File: src/common/sdr_pkg.sv
// Constants, field layout and state type for the start-up reset sequencer
package sdr_pkg;

  // System clock and pulse-width filters
  localparam int SYS_CLK_PERIOD_NS = 10;
  localparam int EXT_PULSE_NS      = 50;
  localparam int EXT_PULSE_CYC     =
    (EXT_PULSE_NS + SYS_CLK_PERIOD_NS - 1) / SYS_CLK_PERIOD_NS;
  localparam int BOD_FILT_HI_NS    = 7000;
  localparam int BOD_FILT_LO_NS    = 24000;
  localparam int BOD_FILT_HI_CYC   =
    (BOD_FILT_HI_NS + SYS_CLK_PERIOD_NS - 1) / SYS_CLK_PERIOD_NS;
  localparam int BOD_FILT_LO_CYC   =
    (BOD_FILT_LO_NS + SYS_CLK_PERIOD_NS - 1) / SYS_CLK_PERIOD_NS;
  localparam int EXT_FILT_W        = 3;
  localparam int BOD_FILT_W        = 12;

  // Counter widths
  localparam int WDT_CNT_W = 21;
  localparam int CLK_CNT_W = 16;

  // Watchdog oscillator cycle counts
  localparam int WDT_67US = 16;
  localparam int WDT_256  = 256;
  localparam int WDT_1K   = 1024;
  localparam int WDT_4K   = 4096;
  localparam int WDT_16K  = 16384;
  localparam int WDT_1M   = 1048576;

  // System clock cycle counts
  localparam int CK_6        = 6;
  localparam int CK_1K       = 1024;
  localparam int CK_16K      = 16384;
  localparam int CK_32K      = 32768;
  localparam int CK_EXT_RST  = 5;
  localparam int CK_EXT_WAKE = 2;

  // Clock option of the smaller variant
  localparam logic [2:0] OPT_XTAL   = 3'h0;
  localparam logic [2:0] OPT_RESON  = 3'h1;
  localparam logic [2:0] OPT_LOWF   = 3'h2;
  localparam logic [2:0] OPT_EXT_RC = 3'h3;
  localparam logic [2:0] OPT_INT_RC = 3'h4;
  localparam logic [2:0] OPT_EXTCLK = 3'h5;

  // Register byte offsets
  localparam int          ADDR_W       = 8;
  localparam logic [7:0]  OFF_FUSE     = 8'h00;
  localparam logic [7:0]  OFF_STATUS   = 8'h04;
  localparam logic [7:0]  OFF_WDT_LOAD = 8'h08;
  localparam logic [7:0]  OFF_CLK_LOAD = 8'h0C;

  // Fuse register fields
  localparam int FB_CKSEL   = 0;
  localparam int FB_FAST    = 4;
  localparam int FB_BODLVL  = 5;
  localparam int FB_BOD_EN  = 6;
  localparam int FB_LARGE   = 7;
  localparam int FB_OPT     = 8;
  localparam logic [31:0] FUSE_RESET = 32'h0000_0482;
  localparam logic [31:0] FUSE_MASK  = 32'h0000_07FF;

  // Status register fields
  localparam int SB_CORE_RST = 0;
  localparam int SB_POR      = 1;
  localparam int SB_EXT      = 2;
  localparam int SB_BOD      = 3;
  localparam int SB_WDT      = 4;
  localparam int SB_CLK      = 5;
  localparam int SB_SLEEP    = 6;
  localparam int SB_WAKING   = 7;

  // Program start after reset
  localparam int        PC_W         = 10;
  localparam logic [9:0] RESET_VECTOR = 10'h000;

  typedef enum logic [2:0] {
    ST_HOLD,
    ST_WDT,
    ST_CLK,
    ST_RUN,
    ST_SLEEP
  } sdr_state_t;

endpackage

File: src/hdl/sdr_down_counter.sv
// Loadable down counter that decrements on a tick and flags zero
`timescale 1ns/1ps
`default_nettype none
module sdr_down_counter
  import sdr_pkg::*;
#(
  parameter int unsigned W = 16
) (
  input  wire logic         i_sys_clk,
  input  wire logic         i_nrst,
  input  wire logic         i_load,
  input  wire logic [W-1:0] i_load_val,
  input  wire logic         i_tick,
  output logic              o_done
);

  logic [W-1:0] count;
  logic [W-1:0] next_count;

  always_comb begin
    next_count = count;
    if (i_load) begin
      next_count = i_load_val;
    end else if (i_tick && (count != '0)) begin
      next_count = count - W'(1);
    end
  end

  always_ff @(posedge i_sys_clk or negedge i_nrst) begin
    if (!i_nrst) begin
      count <= '0;
    end else begin
      count <= next_count;
    end
  end

  assign o_done = (count == '0) && !i_load;

endmodule
`default_nettype wire

File: src/hdl/sdr_reset_sequencer.sv
// Start-up delay reset sequencer with APB fuse and status registers
//
// What this block does
// Hold core after power-on until watchdog timeout
// Fast-startup fuse shortens small-variant delays, except the low-frequency option
// Small external clock: 4.2ms, or 5/2 clocks
// Low reset pin extends the power-on reset
// Clock-select field picks watchdog plus clock delay
// Crystal codes add 1K/16K; low-frequency 1K/32K
// RC and external clock codes add 6 clocks
// Wake from sleep counts clocks only
// Level fuse: 256/4K or 1K/16K watchdog cycles
// Level fuse picks counts even without brown-out
// Clock-select field resets to 0010
// Supply below threshold resets at once
// Pin low over 50ns resets the device
// Pin rising starts delay, then core released
// Brown-out resets at once, same release delay
// Level fuse picks brown-out trigger level
// Brown-out ignores dips under 7us or 24us
// Prefer ceramic resonator with 1K-cycle codes
// Any request restarts delay; release needs none
// Reset clears I/O and restarts at 000
//
// Register access over APB and the address map are this design's own decisions.
`timescale 1ns/1ps
`default_nettype none
module sdr_reset_sequencer
  import sdr_pkg::*;
#(
  parameter int unsigned WDT_W = WDT_CNT_W,
  parameter int unsigned CLK_W = CLK_CNT_W
) (
  input  wire logic              i_sys_clk,
  input  wire logic              i_nrst,
  input  wire logic              i_psel,
  input  wire logic              i_penable,
  input  wire logic              i_pwrite,
  input  wire logic [ADDR_W-1:0] i_paddr,
  input  wire logic [31:0]       i_pwdata,
  output logic [31:0]            o_prdata,
  output logic                   o_pready,
  output logic                   o_pslverr,
  input  wire logic              i_supply_ok,
  input  wire logic              i_ext_reset_n,
  input  wire logic              i_brownout_low,
  input  wire logic              i_wdog_osc_tick,
  input  wire logic              i_power_down,
  input  wire logic              i_wake,
  output logic                   o_core_reset,
  output logic                   o_core_stall,
  output logic                   o_io_init,
  output logic                   o_fetch_restart,
  output logic [PC_W-1:0]        o_start_addr,
  output logic                   o_brownout_enable,
  output logic                   o_brownout_level_high
);

  // Watchdog-timed part of the start-up delay
  function automatic logic [WDT_W-1:0] wdt_count(input logic [31:0] f);
    logic [3:0] cks;
    logic       fast;
    logic       lvl;
    int         n;
    int         sh;
    int         lg;
    cks  = f[FB_CKSEL +: 4];
    fast = f[FB_FAST];
    lvl  = f[FB_BODLVL];
    sh   = lvl ? WDT_1K : WDT_256;
    lg   = lvl ? WDT_16K : WDT_4K;
    n    = 0;
    if (f[FB_LARGE]) begin
      unique case (cks)
        4'hF, 4'hC, 4'h7, 4'h4, 4'h1: n = 0;
        4'hE, 4'hB, 4'h6, 4'h3, 4'h0: n = sh;
        default:                      n = lg;
      endcase
    end else begin
      unique case (f[FB_OPT +: 3])
        OPT_XTAL, OPT_RESON: n = fast ? WDT_1K : WDT_16K;
        OPT_LOWF:            n = WDT_1M;
        OPT_EXTCLK:          n = fast ? 0 : WDT_1K;
        default:             n = fast ? WDT_67US : WDT_1K;
      endcase
    end
    return WDT_W'(n);
  endfunction

  // System clock counting part of the start-up delay
  function automatic logic [CLK_W-1:0] clk_count(input logic [31:0] f,
                                                 input logic        wake);
    logic [3:0] cks;
    int         n;
    cks = f[FB_CKSEL +: 4];
    n   = 0;
    if (f[FB_LARGE]) begin
      unique case (cks)
        4'hF, 4'hE, 4'hD, 4'h9: n = CK_1K;
        4'hC, 4'hB, 4'hA:       n = CK_16K;
        4'h8:                   n = CK_32K;
        default:                n = CK_6;
      endcase
    end else if ((f[FB_OPT +: 3] == OPT_EXTCLK) && f[FB_FAST]) begin
      n = wake ? CK_EXT_WAKE : CK_EXT_RST;
    end
    return CLK_W'(n);
  endfunction

  // Load value so that the counting phase lasts exactly n cycles
  function automatic logic [CLK_W-1:0] clk_load_of(input logic [CLK_W-1:0] n);
    return (n == '0) ? '0 : n - CLK_W'(1);
  endfunction

  // Fuse register and APB slave
  logic [31:0] fuse;
  logic [31:0] next_fuse;
  logic [31:0] next_prdata;
  logic        next_pslverr;
  logic [31:0] status;

  // Request filters
  logic [EXT_FILT_W-1:0] ext_cnt;
  logic [EXT_FILT_W-1:0] next_ext_cnt;
  logic [BOD_FILT_W-1:0] bod_cnt;
  logic [BOD_FILT_W-1:0] next_bod_cnt;
  logic [BOD_FILT_W-1:0] bod_lim;
  logic                  por_req;
  logic                  ext_req;
  logic                  bod_req;
  logic                  any_req;

  // Sequencer
  sdr_state_t            state;
  sdr_state_t            next_state;
  logic                  waking;
  logic                  next_waking;
  logic                  next_restart;
  logic                  wdt_load;
  logic                  wdt_done;
  logic                  clk_load;
  logic                  clk_done;
  logic [CLK_W-1:0]      clk_val;
  logic [WDT_W-1:0]      wdt_rst_n;
  logic [CLK_W-1:0]      clk_rst_n;
  logic [CLK_W-1:0]      clk_wake_n;

  assign wdt_rst_n  = wdt_count(fuse);
  assign clk_rst_n  = clk_count(fuse, 1'b0);
  assign clk_wake_n = clk_count(fuse, 1'b1);

  always_comb begin
    status = '0;
    status[SB_CORE_RST] = o_core_reset;
    status[SB_POR]      = por_req;
    status[SB_EXT]      = ext_req;
    status[SB_BOD]      = bod_req;
    status[SB_WDT]      = (state == ST_WDT);
    status[SB_CLK]      = (state == ST_CLK);
    status[SB_SLEEP]    = (state == ST_SLEEP);
    status[SB_WAKING]   = waking;
  end

  always_comb begin
    next_fuse    = fuse;
    next_prdata  = o_prdata;
    next_pslverr = o_pslverr;
    if (i_psel && i_penable && i_pwrite && (i_paddr == OFF_FUSE)) begin
      next_fuse = i_pwdata & FUSE_MASK;
    end
    if (i_psel && !i_penable) begin
      next_pslverr = 1'b0;
      next_prdata  = '0;
      unique case (i_paddr)
        OFF_FUSE: begin
          next_prdata = fuse;
        end
        OFF_STATUS: begin
          next_prdata  = status;
          next_pslverr = i_pwrite;
        end
        OFF_WDT_LOAD: begin
          next_prdata  = 32'(wdt_rst_n);
          next_pslverr = i_pwrite;
        end
        OFF_CLK_LOAD: begin
          next_prdata  = 32'(clk_rst_n);
          next_pslverr = i_pwrite;
        end
        default: begin
          next_pslverr = 1'b1;
        end
      endcase
    end
  end

  always_ff @(posedge i_sys_clk or negedge i_nrst) begin
    if (!i_nrst) begin
      fuse      <= FUSE_RESET;
      o_prdata  <= '0;
      o_pslverr <= 1'b0;
    end else begin
      fuse      <= next_fuse;
      o_prdata  <= next_prdata;
      o_pslverr <= next_pslverr;
    end
  end

  assign o_pready = i_psel && i_penable;

  // Reset requests
  assign bod_lim = fuse[FB_BODLVL] ? BOD_FILT_W'(BOD_FILT_HI_CYC)
                                   : BOD_FILT_W'(BOD_FILT_LO_CYC);

  always_comb begin
    next_ext_cnt = '0;
    next_bod_cnt = '0;
    if (!i_ext_reset_n) begin
      next_ext_cnt = ext_req ? ext_cnt : ext_cnt + EXT_FILT_W'(1);
    end
    if (fuse[FB_BOD_EN] && i_brownout_low) begin
      next_bod_cnt = bod_req ? bod_cnt : bod_cnt + BOD_FILT_W'(1);
    end
  end

  always_ff @(posedge i_sys_clk or negedge i_nrst) begin
    if (!i_nrst) begin
      ext_cnt <= '0;
      bod_cnt <= '0;
    end else begin
      ext_cnt <= next_ext_cnt;
      bod_cnt <= next_bod_cnt;
    end
  end

  assign por_req = !i_supply_ok;
  assign ext_req = (ext_cnt == EXT_FILT_W'(EXT_PULSE_CYC));
  assign bod_req = fuse[FB_BOD_EN] && (bod_cnt >= bod_lim);
  assign any_req = por_req || ext_req || bod_req;

  // Delay counters
  sdr_down_counter #(
    .W          (WDT_W)
  ) u_wdt_cnt (
    .i_sys_clk  (i_sys_clk),
    .i_nrst     (i_nrst),
    .i_load     (wdt_load),
    .i_load_val (wdt_rst_n),
    .i_tick     ((state == ST_WDT) && i_wdog_osc_tick),
    .o_done     (wdt_done)
  );

  sdr_down_counter #(
    .W          (CLK_W)
  ) u_clk_cnt (
    .i_sys_clk  (i_sys_clk),
    .i_nrst     (i_nrst),
    .i_load     (clk_load),
    .i_load_val (clk_val),
    .i_tick     (state == ST_CLK),
    .o_done     (clk_done)
  );

  always_comb begin
    next_state   = state;
    next_waking  = waking;
    next_restart = 1'b0;
    wdt_load     = 1'b0;
    clk_load     = 1'b0;
    clk_val      = clk_load_of(clk_rst_n);
    unique case (state)
      ST_HOLD: begin
        wdt_load    = 1'b1;
        clk_load    = 1'b1;
        next_waking = 1'b0;
        if (!any_req) begin
          next_state = ST_WDT;
        end
      end
      ST_WDT: begin
        if (any_req) begin
          next_state = ST_HOLD;
        end else if (wdt_done) begin
          if (clk_rst_n == '0) begin
            next_state   = ST_RUN;
            next_restart = 1'b1;
          end else begin
            next_state = ST_CLK;
          end
        end
      end
      ST_CLK: begin
        if (any_req) begin
          next_state = ST_HOLD;
        end else if (clk_done) begin
          next_state   = ST_RUN;
          next_restart = !waking;
          next_waking  = 1'b0;
        end
      end
      ST_RUN: begin
        if (any_req) begin
          next_state = ST_HOLD;
        end else if (i_power_down) begin
          next_state = ST_SLEEP;
        end
      end
      ST_SLEEP: begin
        if (any_req) begin
          next_state = ST_HOLD;
        end else if (i_wake) begin
          if (clk_wake_n == '0) begin
            next_state = ST_RUN;
          end else begin
            clk_load    = 1'b1;
            clk_val     = clk_load_of(clk_wake_n);
            next_waking = 1'b1;
            next_state  = ST_CLK;
          end
        end
      end
    endcase
  end

  always_ff @(posedge i_sys_clk or negedge i_nrst) begin
    if (!i_nrst) begin
      state           <= ST_HOLD;
      waking          <= 1'b0;
      o_fetch_restart <= 1'b0;
    end else begin
      state           <= next_state;
      waking          <= next_waking;
      o_fetch_restart <= next_restart;
    end
  end

  // Request terms make reset take hold in the same cycle
  assign o_core_reset = any_req || (state == ST_HOLD) ||
                        (state == ST_WDT) ||
                        ((state == ST_CLK) && !waking);
  assign o_core_stall = (state == ST_SLEEP) ||
                        ((state == ST_CLK) && waking);
  assign o_io_init    = o_core_reset;
  assign o_start_addr = RESET_VECTOR;

  assign o_brownout_enable     = fuse[FB_BOD_EN];
  assign o_brownout_level_high = fuse[FB_BODLVL];

endmodule
`default_nettype wire

File: config.mk
export PLATFORM = sky130hd
export DESIGN_NAME = sdr_reset_sequencer
export DESIGN_NICKNAME = d
export VERILOG_FILES = /design/src/common/sdr_pkg.sv /design/src/hdl/sdr_down_counter.sv /design/src/hdl/sdr_reset_sequencer.sv
export SDC_FILE = /design/constraint.sdc
export NUM_CORES = 1
export LEC_CHECK = 0
export BUFFER_PORTS_ARGS = -buffer_cell sky130_fd_sc_hd__clkbuf_2
export CAP_MARGIN = 10
export CORE_ASPECT_RATIO = 1.1
export CORE_UTILIZATION = 50
export CTS_CLUSTER_DIAMETER = 60
export DETAILED_ROUTE_END_ITERATION = 16
export MAX_ROUTING_LAYER = met4
export PLACE_DENSITY = 0.76
export SLEW_MARGIN = 20
export SYNTH_ARGS = -nofsm -noshare
export SYNTH_HDL_FRONTEND = slang
export SYNTH_SLANG_ARGS = --single-unit
File: constraint.sdc
create_clock -name i_sys_clk -period 2.85 [get_ports i_sys_clk]
set_input_delay 0.57 -clock i_sys_clk [delete_from_list [all_inputs] [get_ports i_sys_clk]]
set_output_delay 0.57 -clock i_sys_clk [all_outputs]
set_load 0.01 [all_outputs]
; ---- Word level (Yosys, flattened, before mapping)
; Memories as Yosys holds them, arrays and structs flattened.
; Index checks and enable logic that the tools add are counted.
[totals]
regBits = 101
romBits = 160
inputBits = 51
output_inout_bits = 50
elab_cells = 152
n_memories = 2
[memory_table]
columns = memory, depth, width, read_ports, rd_ports_with_merged_regs, write_ports, line_no
row1 = (name not given), 16, 5, 1, 0, 0, sdr_reset_sequencer.sv:98  ; unique case (cks)
row2 = (name not given), 16, 5, 1, 0, 0, sdr_reset_sequencer.sv:98
[classes]
addsub = 6
order_cmp = 1
eq_ne = 32
mux = 57
n_reduce_logical = 44
[ops]
columns = operator, n
row1 = $mux 16, 9
row2 = $pmux 21 s4, 1
row3 = $mux 21, 3
row4 = $pmux 21 s3, 1
row5 = $logic_not 16->1, 3
row6 = $sub 16x1->16 const B, 3
row7 = $mux 12, 3
row8 = $mux 3, 12
row9 = $mux 11, 3
row10 = $mux 15, 2
row11 = $pmux 15 s2, 1
row12 = $logic_not 21->1, 1
row13 = $reduce_bool 21->1, 1
row14 = $sub 21x1->21 const B, 1
row15 = $eq 4x4->1 const B, 4
row16 = $eq 8x4->1 const B, 2
row17 = $mux 1, 16
row18 = $ne 2x2->1 const B, 8
row19 = $reduce_bool 16->1, 1
row20 = $pmux 3 s5, 1
row21 = $logic_and 1x1->1, 14
row22 = $add 12x1->12 const B, 1
row23 = $eq 4x3->1 const B, 3
row24 = $ge 12x12->1, 1
row25 = 25 further kinds, 45

; ---- Depth between registers and ports, before layout
; Gate-level depths: netlist (run 1).
[logic_depth]
ltp_word = 14
mapped_depth = 10
mapped_depth_nobuf = 9

; ---- Modules after synthesis
; A second synthesis (run 1) with hierarchy kept.
[unflattened]
cells_unflattened = 637
area_unflattened_um2 = 5651.7
[modules_own_cells]
columns = mod, instances, cells_per_inst, area_per_inst_um2, seq_area_each_um2
row1 = sdr_reset_sequencer, 1, 357, 3194.3, 1179.9
row2 = sdr_down_counter (u_wdt_cnt), 1, 159, 1373.8, 525.5
row3 = sdr_down_counter (u_clk_cnt), 1, 121, 1083.5, 400.4

; ---- Least setup slack after synthesis (run 1)
; Ideal clock, no wire load.
[synth_timing]
kind = register -> output
start = register fuse[5]
end = output o_io_init
t_arrival_ns = 2.493
required_time_ns = 2.280
slack_ns = -0.213
stages_incl_launch_ff = 8
n_path_buf = 1
cell_sequence = dfrtp_1 -> inv_1 -> ha_1 -> a211o_1 -> a211o_1 -> o31ai_1 -> o21ai_0 -> buf_4
[synth_between]
elab_chain_len = 7
[synth_rtl]
columns = element, line_no
row1 = from (decl), sdr_reset_sequencer.sv:116  ; logic [31:0] fuse;
row2 = from (signal assigned), sdr_reset_sequencer.sv:203  ; fuse <= next_fuse;
row3 = $mux 12, sdr_reset_sequencer.sv:212  ; assign bod_lim = fuse[FB_BODLVL] ? BOD_FILT_W'(BOD_FILT_HI_CYC)
row4 = $ge 12x12->1, sdr_reset_sequencer.sv:238  ; assign bod_req = fuse[FB_BOD_EN] && (bod_cnt >= bod_lim);
row5 = $logic_and 1x1->1, sdr_reset_sequencer.sv:238
row6 = $logic_or 1x1->1, sdr_reset_sequencer.sv:239  ; assign any_req = por_req || ext_req || bod_req;
row7 = $logic_or 1x1->1 (2 in series), sdr_reset_sequencer.sv:338  ; assign o_core_reset = any_req || (state == ST_HOLD) ||
row8 = $logic_or 1x1->1, sdr_reset_sequencer.sv:339  ; (state == ST_WDT) ||
row9 = to (decl), sdr_reset_sequencer.sv:52  ; output logic o_io_init,
; Every way passes these cells.

; ---- Worst setup path in the final report (run 1)
; Same ends and word-level chain as after synthesis.

==> summary.md, run 1 <==
| Metric | Value |
|---|---|
| Status | finished with violations |
| Failing checks | DRC |
| Vias/cell | between 5 and 6 |
| Power density over the cells | between 600 and 700 mW/mm^2 |
| Syn Area/Cell | between 9 and 10 sq um |
| Grt ovf | 0 |
| Fraction of the cycle the final worst path needs | a little over nine tenths |
| Max cap viols | 0 |
| Final #Nets | between 600 and 700 |
| Synth warnings | 0 |
| GPL Wtd Cong | around 0.85 |
| Number of diodes | 0 |
| Number of global-route vias before repair | 4184 |
| Main flop type after synthesis | dfrtp_1 |
| Worst setup EP type | output pin |
| Final Util | around three fifths |
| Cell type with the largest total area after synthesis | dfrtp_1 |
| Worst min path class | input port to asynchronous set/reset pin |
| Tightest Pin Transition | about 640 ps |
| TritonCTS Buffers | 9 |
| Post-Synth Simple-Gate Area | ~22% |
| I/O pins | approximately 100 |
| Synth area leaders | dfrtp_1 (40%), nor2_1 (4.7%), buf_4 (4.1%) |
| Die Width | 98.15 um |
| First-pass DRT Iterations | 13 |
| Met1 Usage GRT | approximately 29% |
| Die Footprint | about 0.011 sq mm |
| DRT antenna net count | 0 |
| Gr busiest metal | met2 |
| Clock Skews | ~18 ps |
| Root Buffer | clkbuf_8 |
| CP arrival | between 2000 and 2500 ps |
| Met3 Usage GRT | 3.766% |
| IO buf count | 52 |
| Clock tree buffer depth | 2 |
| Largest family of logic cells by synthesized area | simple AND/OR/NAND/NOR gates |
| DP HPWL | 8.445 mm |
| Ratio of cells with drive above 1 in the final layout | a little over a fifth |
| Final setup fails | 0 |
| CTS tree | yes |
| Htree depth | 3 |
| Met2 Use GR | 40.79% |
| Clock Latency Late Sink | 370 ps |
| DRT iter0 DRCs | approximately 360 |
| EDFF count, synth | 0 |
| Area Growth Syn to Fin | 13.39% |
| Xor/xnor share of the synthesized area | approximately 6.5% |
| Initial antenna violation count | 0 |
| Slew HR | a little under three fifths |
| Synthesized instance count | around 550 |
| First-pass GRT wire length | between 15 and 20 mm |
| Leakage | ~0.0027 uW |
| Count of final max-slew check failures | 0 |
| WL/cell | around 16 um |
| Vias | 4243 |
| Post-route minimum period | roughly 2800 ps |
| Row count | 38 |
| Synth Area in Adders | between 3 and 4% |
| Largest net degree at the start of global routing | between 40 and 50 |
| Mapped Area | between 0.005 and 0.006 sq mm |
| Worst Path Required | between 2000 and 2500 ps |
| Maximum VDD drop | approximately 0.28 mV |
| GRT Overall Usage | 24.09% |
| Clock transition at path regs | about 90 ps |
| Crit Path Category | flop to output pin |
| Hold bufs inserted after CTS | 0 |
| Hold Vio Cnt, Final | 0 |
| Yosys top cell area share | about two fifths |
| CP Max Fanout | 3 |
| RSZ-0062 raised after global routing | yes |
| Routed wire length | approximately 11 mm |
| Complex-gate fraction of the synthesized area | 14.07% |
| Clock sink count | 84 |
| Seq/Total Area, Yosys | about two fifths |
| Core area | ~0.0099 sq mm |
| Starting Density | between 50% and 60% |
| DR DRC count | 1 |
| Post-synthesis mux area share | about 5% |
| Yosys reg bits | between 80 and 90 |
| Yosys cell types | between 60 and 70 |
| Fmax achieved | between 0.3 and 0.4 GHz |
| Reg2Reg Setup Slack | 120 ps |
| Async SR Flop Fraction | 100.0% |
| Fin Setup TNS | 0 ps |
| Startpoint Class | flop |
| Die height | ~110 um |
[cells in the mapped netlist (7+ instances only)]
cell type and count:
nor2_1 64, dfrtp_1 81, xnor2_1 21, nor4_1 8
clkbuf_1 21, nor3_1 19, buf_4 28, o31ai_1 7
o21ai_0 31, nand3_1 16, nand4_1 7, mux2i_1 11
mux2_2 13, a21oi_1 19, xor2_1 17, o2111ai_1 7
nand2_1 43, inv_1 16, nand2b_1 11, ha_1 16
[cell type report]
type / count / area (sq um)
Multi-Input combinational cell: 427 / 2789
Timing Repair Buffer: 78 / 474.2
Fill cell: 856 / 4124
Clock buffer: 12 / 135.1
Sequential cell: 84 / 2106
Clock inverter: 4 / 51.30
Tap cell: 120 / 150.1
Inverter: 16 / 60.06
[worst paths after layout]
path,to,depth (start not counted),from
hold reg to reg,u_wdt_cnt.count[7]$_DFFE_PN0P_,1,u_wdt_cnt.count[7]$_DFFE_PN0P_
setup reg to reg,o_fetch_restart$_DFF_PN0_,5,u_wdt_cnt.count[15]$_DFFE_PN0P_
min in group i_sys_clk,ext_cnt[0]$_DFFE_PN0P_,2,i_ext_reset_n
hold / removal,u_wdt_cnt.count[15]$_DFFE_PN0P_,1,i_nrst
max in group asynchronous,bod_cnt[3]$_DFFE_PN0P_,2,i_nrst
setup / recovery,o_io_init,7,fuse[5]$_DFFE_PN0P_
[critical path: stages, from the launching register on]
cell	delay, ps
dfrtp_1	400
inv_2	90
ha_4	200
a211o_1	310
a211o_1	350
o31ai_4	220
o21ai_2	130
buf_2	160
[metal layers]
layer / up-vias / routed length [um]
li1: 2040 / -
met1: 2087 / 5014
met2: 99 / 5878
met3: 17 / 427
met4: 0 / 177
met5: - / 0
[state kept, by name, summed over array words and instances, names as in the netlist]
name / flops
bod_cnt: 12
ext_cnt: 3
fuse: 11
o_fetch_restart: 1
o_prdata: 15
o_pslverr: 1
state: 3
u_clk_cnt.count: 16
u_wdt_cnt.count: 21
waking: 1
[power breakdown]
part / switching, uW / total (uW) / internal, uW / leakage (uW)
clock network: 421 / 828 / 406 / 0.0000906
registers: 205 / 1590 / 1380 / 0.00114
logic: 847 / 1480 / 628 / 0.00143
[placed cells by master (no fill, tap or decap), types with 6 or more instances in the layout]
| cell | n |
|---|---|
| and3_1 | 6 |
| clkbuf_8 | 9 |
| nand2_1 | 43 |
| nand4_1 | 7 |
| xnor2_1 | 21 |
| nor3_1 | 17 |
| nand3_1 | 16 |
| or4_1 | 6 |
| ha_1 | 13 |
| nand2b_1 | 10 |
| a21oi_1 | 18 |
| mux2_2 | 13 |
| o21ai_0 | 30 |
| o31ai_1 | 6 |
| a31oi_1 | 6 |
| clkbuf_2 | 49 |
| inv_1 | 15 |
| buf_4 | 25 |
| dfrtp_1 | 81 |
| xor2_1 | 17 |
| nor4_1 | 8 |
| conb_1 | 27 |
| or3_1 | 6 |
| nor2_1 | 64 |
| o2111ai_1 | 7 |
| mux2i_1 | 11 |
[through the flow]
stage          instance area, sq um  cells  hold slack (ps)  total power (uW)  setup WS, ps
3_3_place_gp                   5446    717            469.3              2993         114.6
5_1_grt                        5766    741            201.6              4165        -57.24
4_1_cts                        5705    738            187.6              3903         4.874
3_5_place_dp                   5446    717            475.3              3056         76.45
6_report                       5766    741            168.5              3889         49.17
2_1_floorplan                  5187    580            274.4              2687         5.296
[repair_timing]
action                     4_1_cts  5_1_grt
pin swaps                        3        6
buffers inserted                 5        3
gates resized for setup          6        7
setup endpoints to repair        2       10
[cells by family after synthesis]
kind of cell	count (synthesis)
multiplexers	24
flip-flops	84
other	1
AO/OA/AOI/OAI	105
XOR/XNOR	38
AND/OR/NAND/NOR	217
adder cells (fa/ha/maj)	16
buffers and inverters	69
Power figures use the tool's default switching activity.
==> run 2: changes to the inputs <==
==> constraint.sdc (replaced) <==
create_clock -name i_sys_clk -period 2.85 [get_ports i_sys_clk]
set_input_delay 0.1425 -clock i_sys_clk [delete_from_list [all_inputs] [get_ports i_sys_clk]]
set_output_delay 0.1425 -clock i_sys_clk [all_outputs]
set_load 0.01 [all_outputs]
==> run 2 against run 1 <==
The run still ends with DRC left; cell count decreased by 1.2%; power increased by 2.5%; clock power increased by 14%; non-clock buffer count decreased by 9; global-route usage decreased by 0.31 points; sequential power about the same; via count decreased by 0.99%; design area decreased by 1.7%; largest power group unchanged.
==> summary.md, run 2 (same netlist as run 1, synthesis figures left out) <==
| Metric | Value |
|---|---|
| Core area | around 0.0099 sq mm |
| Failing checks | DRC |
| Largest net degree at the start of global routing | 44 |
| Dpl ws | ~100 ps |
| Initial antenna violation count | 0 |
| Hold Crit Endpoint | fuse[2]$_DFFE_PN0P_ |
| Ratio of cells with drive above 1 in the final layout | between 10% and 20% |
| Reg2Reg Setup Slack | ~140 ps |
| First-pass GRT wire length | about 19 mm |
| Slowest CP cell | or4_1 |
| Worst hold start | i_pwdata[2] |
| CTS tree | yes |
| Clock Skews | between 10 and 15 ps |
| Crit path largest cell delay | ~580 ps |
| Fraction of the cycle the final worst path needs | between 90% and 100% |
| GPL Wtd Cong | 0.8576 |
| Reg2reg end | state[0]$_DFFE_PN0P_ |
| CP arrival | roughly 3000 ps |
| Fmax achieved | ~0.37 GHz |
| Htree depth | 3 |
| Area Growth Syn to Fin | 11.44% |
| Slew HR | 30.95% |
| Grt ovf | 0 |
| Worst setup EP type | flop |
| Most flops, register | u_wdt_cnt.count |
| Maximum VDD drop | between 0.3 and 0.4 mV |
| Clock tree buffer depth | 2 |
| Clock sink count | 84 |
| DRT iter0 DRCs | 301 |
| Die Footprint | 0.01058 sq mm |
| Power density over the cells | a little over 700 mW/mm^2 |
| Die Width | between 90 and 100 um |
| Startpoint Class | flop |
| Number of global-route vias before repair | about 4100 |
| Crit path top cell by count | or4_4 |
| GRT Overall Usage | 23.78% |
| Count of final max-slew check failures | 0 |
| RSZ-0062 raised after global routing | no |
| Dpl cells | roughly 710 |
| First-pass DRT Iterations | 12 |
| Number of diodes | 0 |
| Worst Path Required | 3130 ps |
| CP Max Fanout | 5 |
| IO buf count | 52 |
| Final setup margin | roughly 140 ps |
| Leakage | between 0.002 and 0.003 uW |
| DRT antenna net count | 0 |
| Hold-critical path depth | 2 |
| Fin Setup TNS | 0 ps |
| CP bufs+invs | 0 |
| Clock transition at path regs | roughly 90 ps |
| Worst reg2reg startpoint | u_wdt_cnt.count[15]$_DFFE_PN0P_ |
| Max cap viols | 0 |
| Non-Filler Instances | around 730 |
| Top flop regs | u_wdt_cnt.count x21, u_clk_cnt.count x16, o_prdata x15 |
| Post-route minimum period | approximately 2700 ps |
| DR DRC count | 4 |
| Vias/cell | around 5.7 |
| Status | finished with violations |
| Clock Latency Late Sink | about 350 ps |
| Final setup fails | 0 |
| Register Area | 0.002106 sq mm |
| Starting Density | 51.42% |
| DP HPWL | roughly 8.6 mm |
| Max FFs per register | 21 |
| Tightest Pin Transition | roughly 1000 ps |
| R2R cell count | 6 |
| WL/cell | ~16 um |
| Commonest non-fill, non-tap cell in the layout | dfrtp_1 |
| Cell breakdown of the critical path | or4_4 > or4_1 > or4_4 > a2111oi_4 > nor2_1 > o21ai_2 |
| Top Family by Delay on Critical Path | simple AND/OR/NAND/NOR gates |
| Root Buffer | clkbuf_8 |
| Worst hold margin | 16.32 ps |
| Fillers | 886 |
| TritonCTS Buffers | 9 |
| Crit Path Category | flop to flop |
| Final #Nets | between 600 and 700 |
| I/O pins | around 100 |
| Hold Vio Cnt, Final | 0 |
| Worst min path class | input port to flop |
| Area of the multi-input gates | ~0.0027 sq mm |
| Most frequent cells in the layout | dfrtp_1 (81), nor2_1 (64), clkbuf_2 (51) |
| Die height | roughly 110 um |
| Vias | roughly 4200 |
| Routed wire length | around 12 mm |
| Row count | 38 |
[run 2: changes by cell type in the layout (fill, tap and decap cells not counted), sizes merged]
cell and change:
buf -13, dlygate4sd3 +2, bufinv +1, clkbuf +1, clkinv -1, inv +1
[run 2: repair_timing]
| action | in CTS | in global routing |
|---|---|---|
| endpoints found under the setup margin | 0 | 6 |
| setup buffers | 0 | 0 |
| gates resized for setup | 0 | 1 |
| hold buffers | 2 | 0 |
| hold endpoints to repair | 42 | 0 |
[run 2: worst max-delay path by stage]
| stage | from | end | slack, ps | depth (start not counted) |
|---|---|---|---|---|
| floorplan | fuse[5]$_DFFE_PN0P_ | u_clk_cnt.count[15]$_DFFE_PN0P_ | 190 | 8 |
| global placement | fuse[5]$_DFFE_PN0P_ | bod_cnt[2]$_DFFE_PN0P_ | 190 | 9 |
| detailed placement | fuse[5]$_DFFE_PN0P_ | bod_cnt[2]$_DFFE_PN0P_ | 100 | 9 |
| CTS | fuse[5]$_DFFE_PN0P_ | bod_cnt[7]$_DFFE_PN0P_ | 100 | 8 |
| global route | fuse[5]$_DFFE_PN0P_ | o_io_init | 20 | 8 |
| finish | u_wdt_cnt.count[15]$_DFFE_PN0P_ | state[0]$_DFFE_PN0P_ | 140 | 6 |
[run 2: final cells by class]
cell class	instances	share of cell area (%)
inverter	16	1.060
tap	120	2.650
sequential	84	37.16
clock buffer	11	2.318
timing repair buffer	69	7.198
multi-input combinational	427	48.11
clock inverter	5	1.501
[run 2: power breakdown]
group / switching [uW] / internal (uW)
logic: 842 / 608
registers: 207 / 1380
clock network: 449 / 500
total: 1500 / 2490
[run 2: stage by stage]
stage / utilization (%) / total power, uW / cell area [sq um]
floorplan: - / 2686 / 5182
global placement: 54.80 / 2980 / 5419
detailed placement: 54.80 / 3046 / 5419
CTS: 57.19 / 3995 / 5655
global route: 57.30 / 4251 / 5667
finish: 57.30 / 3987 / 5667
[run 2: routing by layer]
metal	routed length (um)	up-vias	part of all wire [%]	track usage [%]
met2	5669	117	49	39.54
met3	554	19	4.8	4.935
met5	0	-	0	-
met4	223	0	1.9	7.463
li1	-	2023	-	-
met1	5161	2042	44	29.25
[run 2: worst reg2reg max path, cell delays in order (launching register included)]
cell and delay [ps]:
dfrtp_1 420, or4_4 560, or4_1 580, or4_4 580
a2111oi_4 310, nor2_1 90, o21ai_2 110
==> run 3: changes to the inputs <==
--- a/config.mk
+++ b/config.mk
@@ -11,6 +11,7 @@
 export CORE_UTILIZATION = 50
 export CTS_CLUSTER_DIAMETER = 60
 export DETAILED_ROUTE_END_ITERATION = 16
+export GPL_TIMING_DRIVEN = 0
 export MAX_ROUTING_LAYER = met4
 export PLACE_DENSITY = 0.76
 export SLEW_MARGIN = 20
==> run 3 against run 2 <==
Hold slack worse by 16 ps; the run still ends with DRC left; largest power group unchanged; sequential cell count stayed put; combinational power is 6% higher; critical path depth is 1 higher; global-route usage is 1.4 points higher; critical path type unchanged; non-clock buffer count is 42 higher; die area stayed put; power is 1.5% lower.
==> summary.md, run 3 (same netlist as run 1, synthesis figures left out) <==
| Metric | Value |
|---|---|
| Hold Vio Cnt, Final | 0 |
| Fmax achieved | between 0.3 and 0.4 GHz |
| Dpl cells | around 750 |
| Maximum VDD drop | around 0.31 mV |
| DRT antenna net count | 0 |
| Final setup fails | 0 |
| Final #Nets | approximately 720 |
| First-pass DRT Iterations | 14 |
| Slowest CP cell | or4_4 |
| Die height | between 100 and 150 um |
| WL/cell | 15.86 um |
| Die Width | approximately 98 um |
| Crit Path Category | flop to flop |
| Die Footprint | 0.01058 sq mm |
| Fraction of the cycle the final worst path needs | between 90 and 100% |
| I/O pins | around 100 |
| Core area | just under 0.01 sq mm |
| Reg2Reg Setup Slack | about 12 ps |
| Area Growth Syn to Fin | 16.41% |
| Worst Path Required | 3140 ps |
| DP HPWL | roughly 8.9 mm |
| Largest net degree at the start of global routing | 85 |
| Initial antenna violation count | 0 |
| Worst reg2reg startpoint | u_wdt_cnt.count[17]$_DFFE_PN0P_ |
| Starting Density | about half |
| DR DRC count | 3 |
| Clock Latency Late Sink | between 300 and 400 ps |
| RSZ-0062 raised after global routing | yes |
| Design Power | 3926 uW |
| Number of diodes | 0 |
| Startpoint Class | flop |
| Status | finished with violations |
| Tightest Pin Transition | 712.3 ps |
| TritonCTS Buffers | 9 |
| Max cap viols | 0 |
| CP Max Fanout | 6 |
| Vias/cell | roughly 5.7 |
| Clock transition at path regs | around 100 ps |
| Count of final max-slew check failures | 0 |
| Routed wire length | approximately 12 mm |
| CTS tree | yes |
| Ratio of cells with drive above 1 in the final layout | 22.17% |
| Htree depth | 3 |
| Post-route minimum period | 2838 ps |
| Worst hold start | i_pwdata[4] |
| IO buf count | 51 |
| Commonest non-fill, non-tap cell in the layout | dfrtp_1 |
| GPL Wtd Cong | around 0.9 |
| Most flops, register | u_wdt_cnt.count |
| Vias | approximately 4400 |
| Most frequent cells in the layout | dfrtp_1 (80), nor2_1 (61), clkbuf_2 (52) |
| Clock tree buffer depth | 2 |
| Hold-critical path depth | 2 |
| Clock Skews | ~16 ps |
| Clock sink count | 84 |
| Failing checks | DRC |
| DRT iter0 DRCs | 233 |
| Power density over the cells | between 600 and 700 mW/mm^2 |
| Root Buffer | clkbuf_8 |
| Row count | 38 |
| Worst setup EP type | flop |
| Crit path largest cell delay | about 570 ps |
| Leakage | 0.002771 uW |
| Max FFs per register | 21 |
| R2R cell count | 7 |
| Number of global-route vias before repair | ~4200 |
| CP arrival | between 3000 and 4000 ps |
| Slew HR | 52.08% |
| Hold Crit Endpoint | fuse[4]$_DFFE_PN0P_ |
| Reg2reg end | state[0]$_DFFE_PN0P_ |
| Crit path top cell by count | or4_4 |
| Grt ovf | 0 |
| Worst min path class | input port to flop |
| Cell breakdown of the critical path | or4_4 > or4_1 > buf_2 > or4_4 > a2111oi_4 > nor2_1 > o21ai_2 |
| Top flop regs | u_wdt_cnt.count x21, u_clk_cnt.count x16, o_prdata x15 |
| Non-Filler Instances | a little under 800 |
| First-pass GRT wire length | between 20 and 25 mm |
| GRT Overall Usage | 25.15% |
run 3: cell count changes in the layout (fill, tap and decap cells not counted), sizes merged:
cell / change
clkinvlp: -1
dlygate4sd3: +5
buf: +18
bufinv: -2
inv: +2
clkbuf: +17
clkinv: +3
run 3: layer usage:
metal	wire length, um	GRT usage, %	vias up
met5	0	-	-
met4	154	8.102	0
met3	767	3.961	18
met2	6100	41.50	161
met1	5257	31.87	2119
li1	-	-	2116
run 3: worst max path at each step:
| stage | slack [ps] | end | cells after the start | from |
|---|---|---|---|---|
| floorplan | 190 | u_clk_cnt.count[15]$_DFFE_PN0P_ | 8 | fuse[5]$_DFFE_PN0P_ |
| global placement | -360 | u_clk_cnt.count[5]$_DFFE_PN0P_ | 8 | fuse[5]$_DFFE_PN0P_ |
| detailed placement | -450 | u_clk_cnt.count[4]$_DFFE_PN0P_ | 8 | fuse[5]$_DFFE_PN0P_ |
| CTS | 3 | o_fetch_restart$_DFF_PN0_ | 6 | u_wdt_cnt.count[15]$_DFFE_PN0P_ |
| global route | -50 | state[0]$_DFFE_PN0P_ | 7 | u_wdt_cnt.count[17]$_DFFE_PN0P_ |
| finish | 10 | state[0]$_DFFE_PN0P_ | 7 | u_wdt_cnt.count[17]$_DFFE_PN0P_ |
run 3: what timing repair did:
item | 4_1_cts | 5_1_grt
endpoints found under the setup margin | 32 | 24
setup buffers | 1 | 1
resized for setup | 10 | 12
hold buffers | 6 | 1
hold endpoints to repair | 88 | 1
run 3: layout make-up:
class / instances / area [sq um]
clock buffer: 9 / 123.9
clock inverter: 7 / 60.06
buffer: 51 / 305.3
inverter: 16 / 60.06
multi-input combinational: 427 / 2764
fill: 852 / 3970
sequential: 84 / 2107
timing repair buffer: 60 / 349.1
tap: 120 / 150.1
run 3: stage by stage:
step	util (%)	setup TNS [ps]	cell area (sq um)	hold WS (ps)	worst slack, ps
after floorplan	-	0	5182	-153.1	189.1
after global placement	56.50	-6638	5588	341.7	-357.0
after detailed placement	56.59	-7847	5597	232.0	-446.5
after CTS	59.56	0	5891	0.4923	2.699
after global routing	59.86	-45.35	5919	1.607	-45.35
final	59.86	0	5919	0.1726	12.36
run 3: critical path: cells and delay by family, from the launching register on:
family / cells / cell delay [ps]
buf+inv: 1 / 190
simple gates: 4 / 1770
compound gates: 2 / 410
flops: 1 / 400
run 3: power breakdown:
group          switching, uW  internal (uW)  leakage, uW
registers                179           1380      0.00114
logic                    913            630      0.00154
clock network            491            332    0.0000961
total                   1580           2340      0.00277
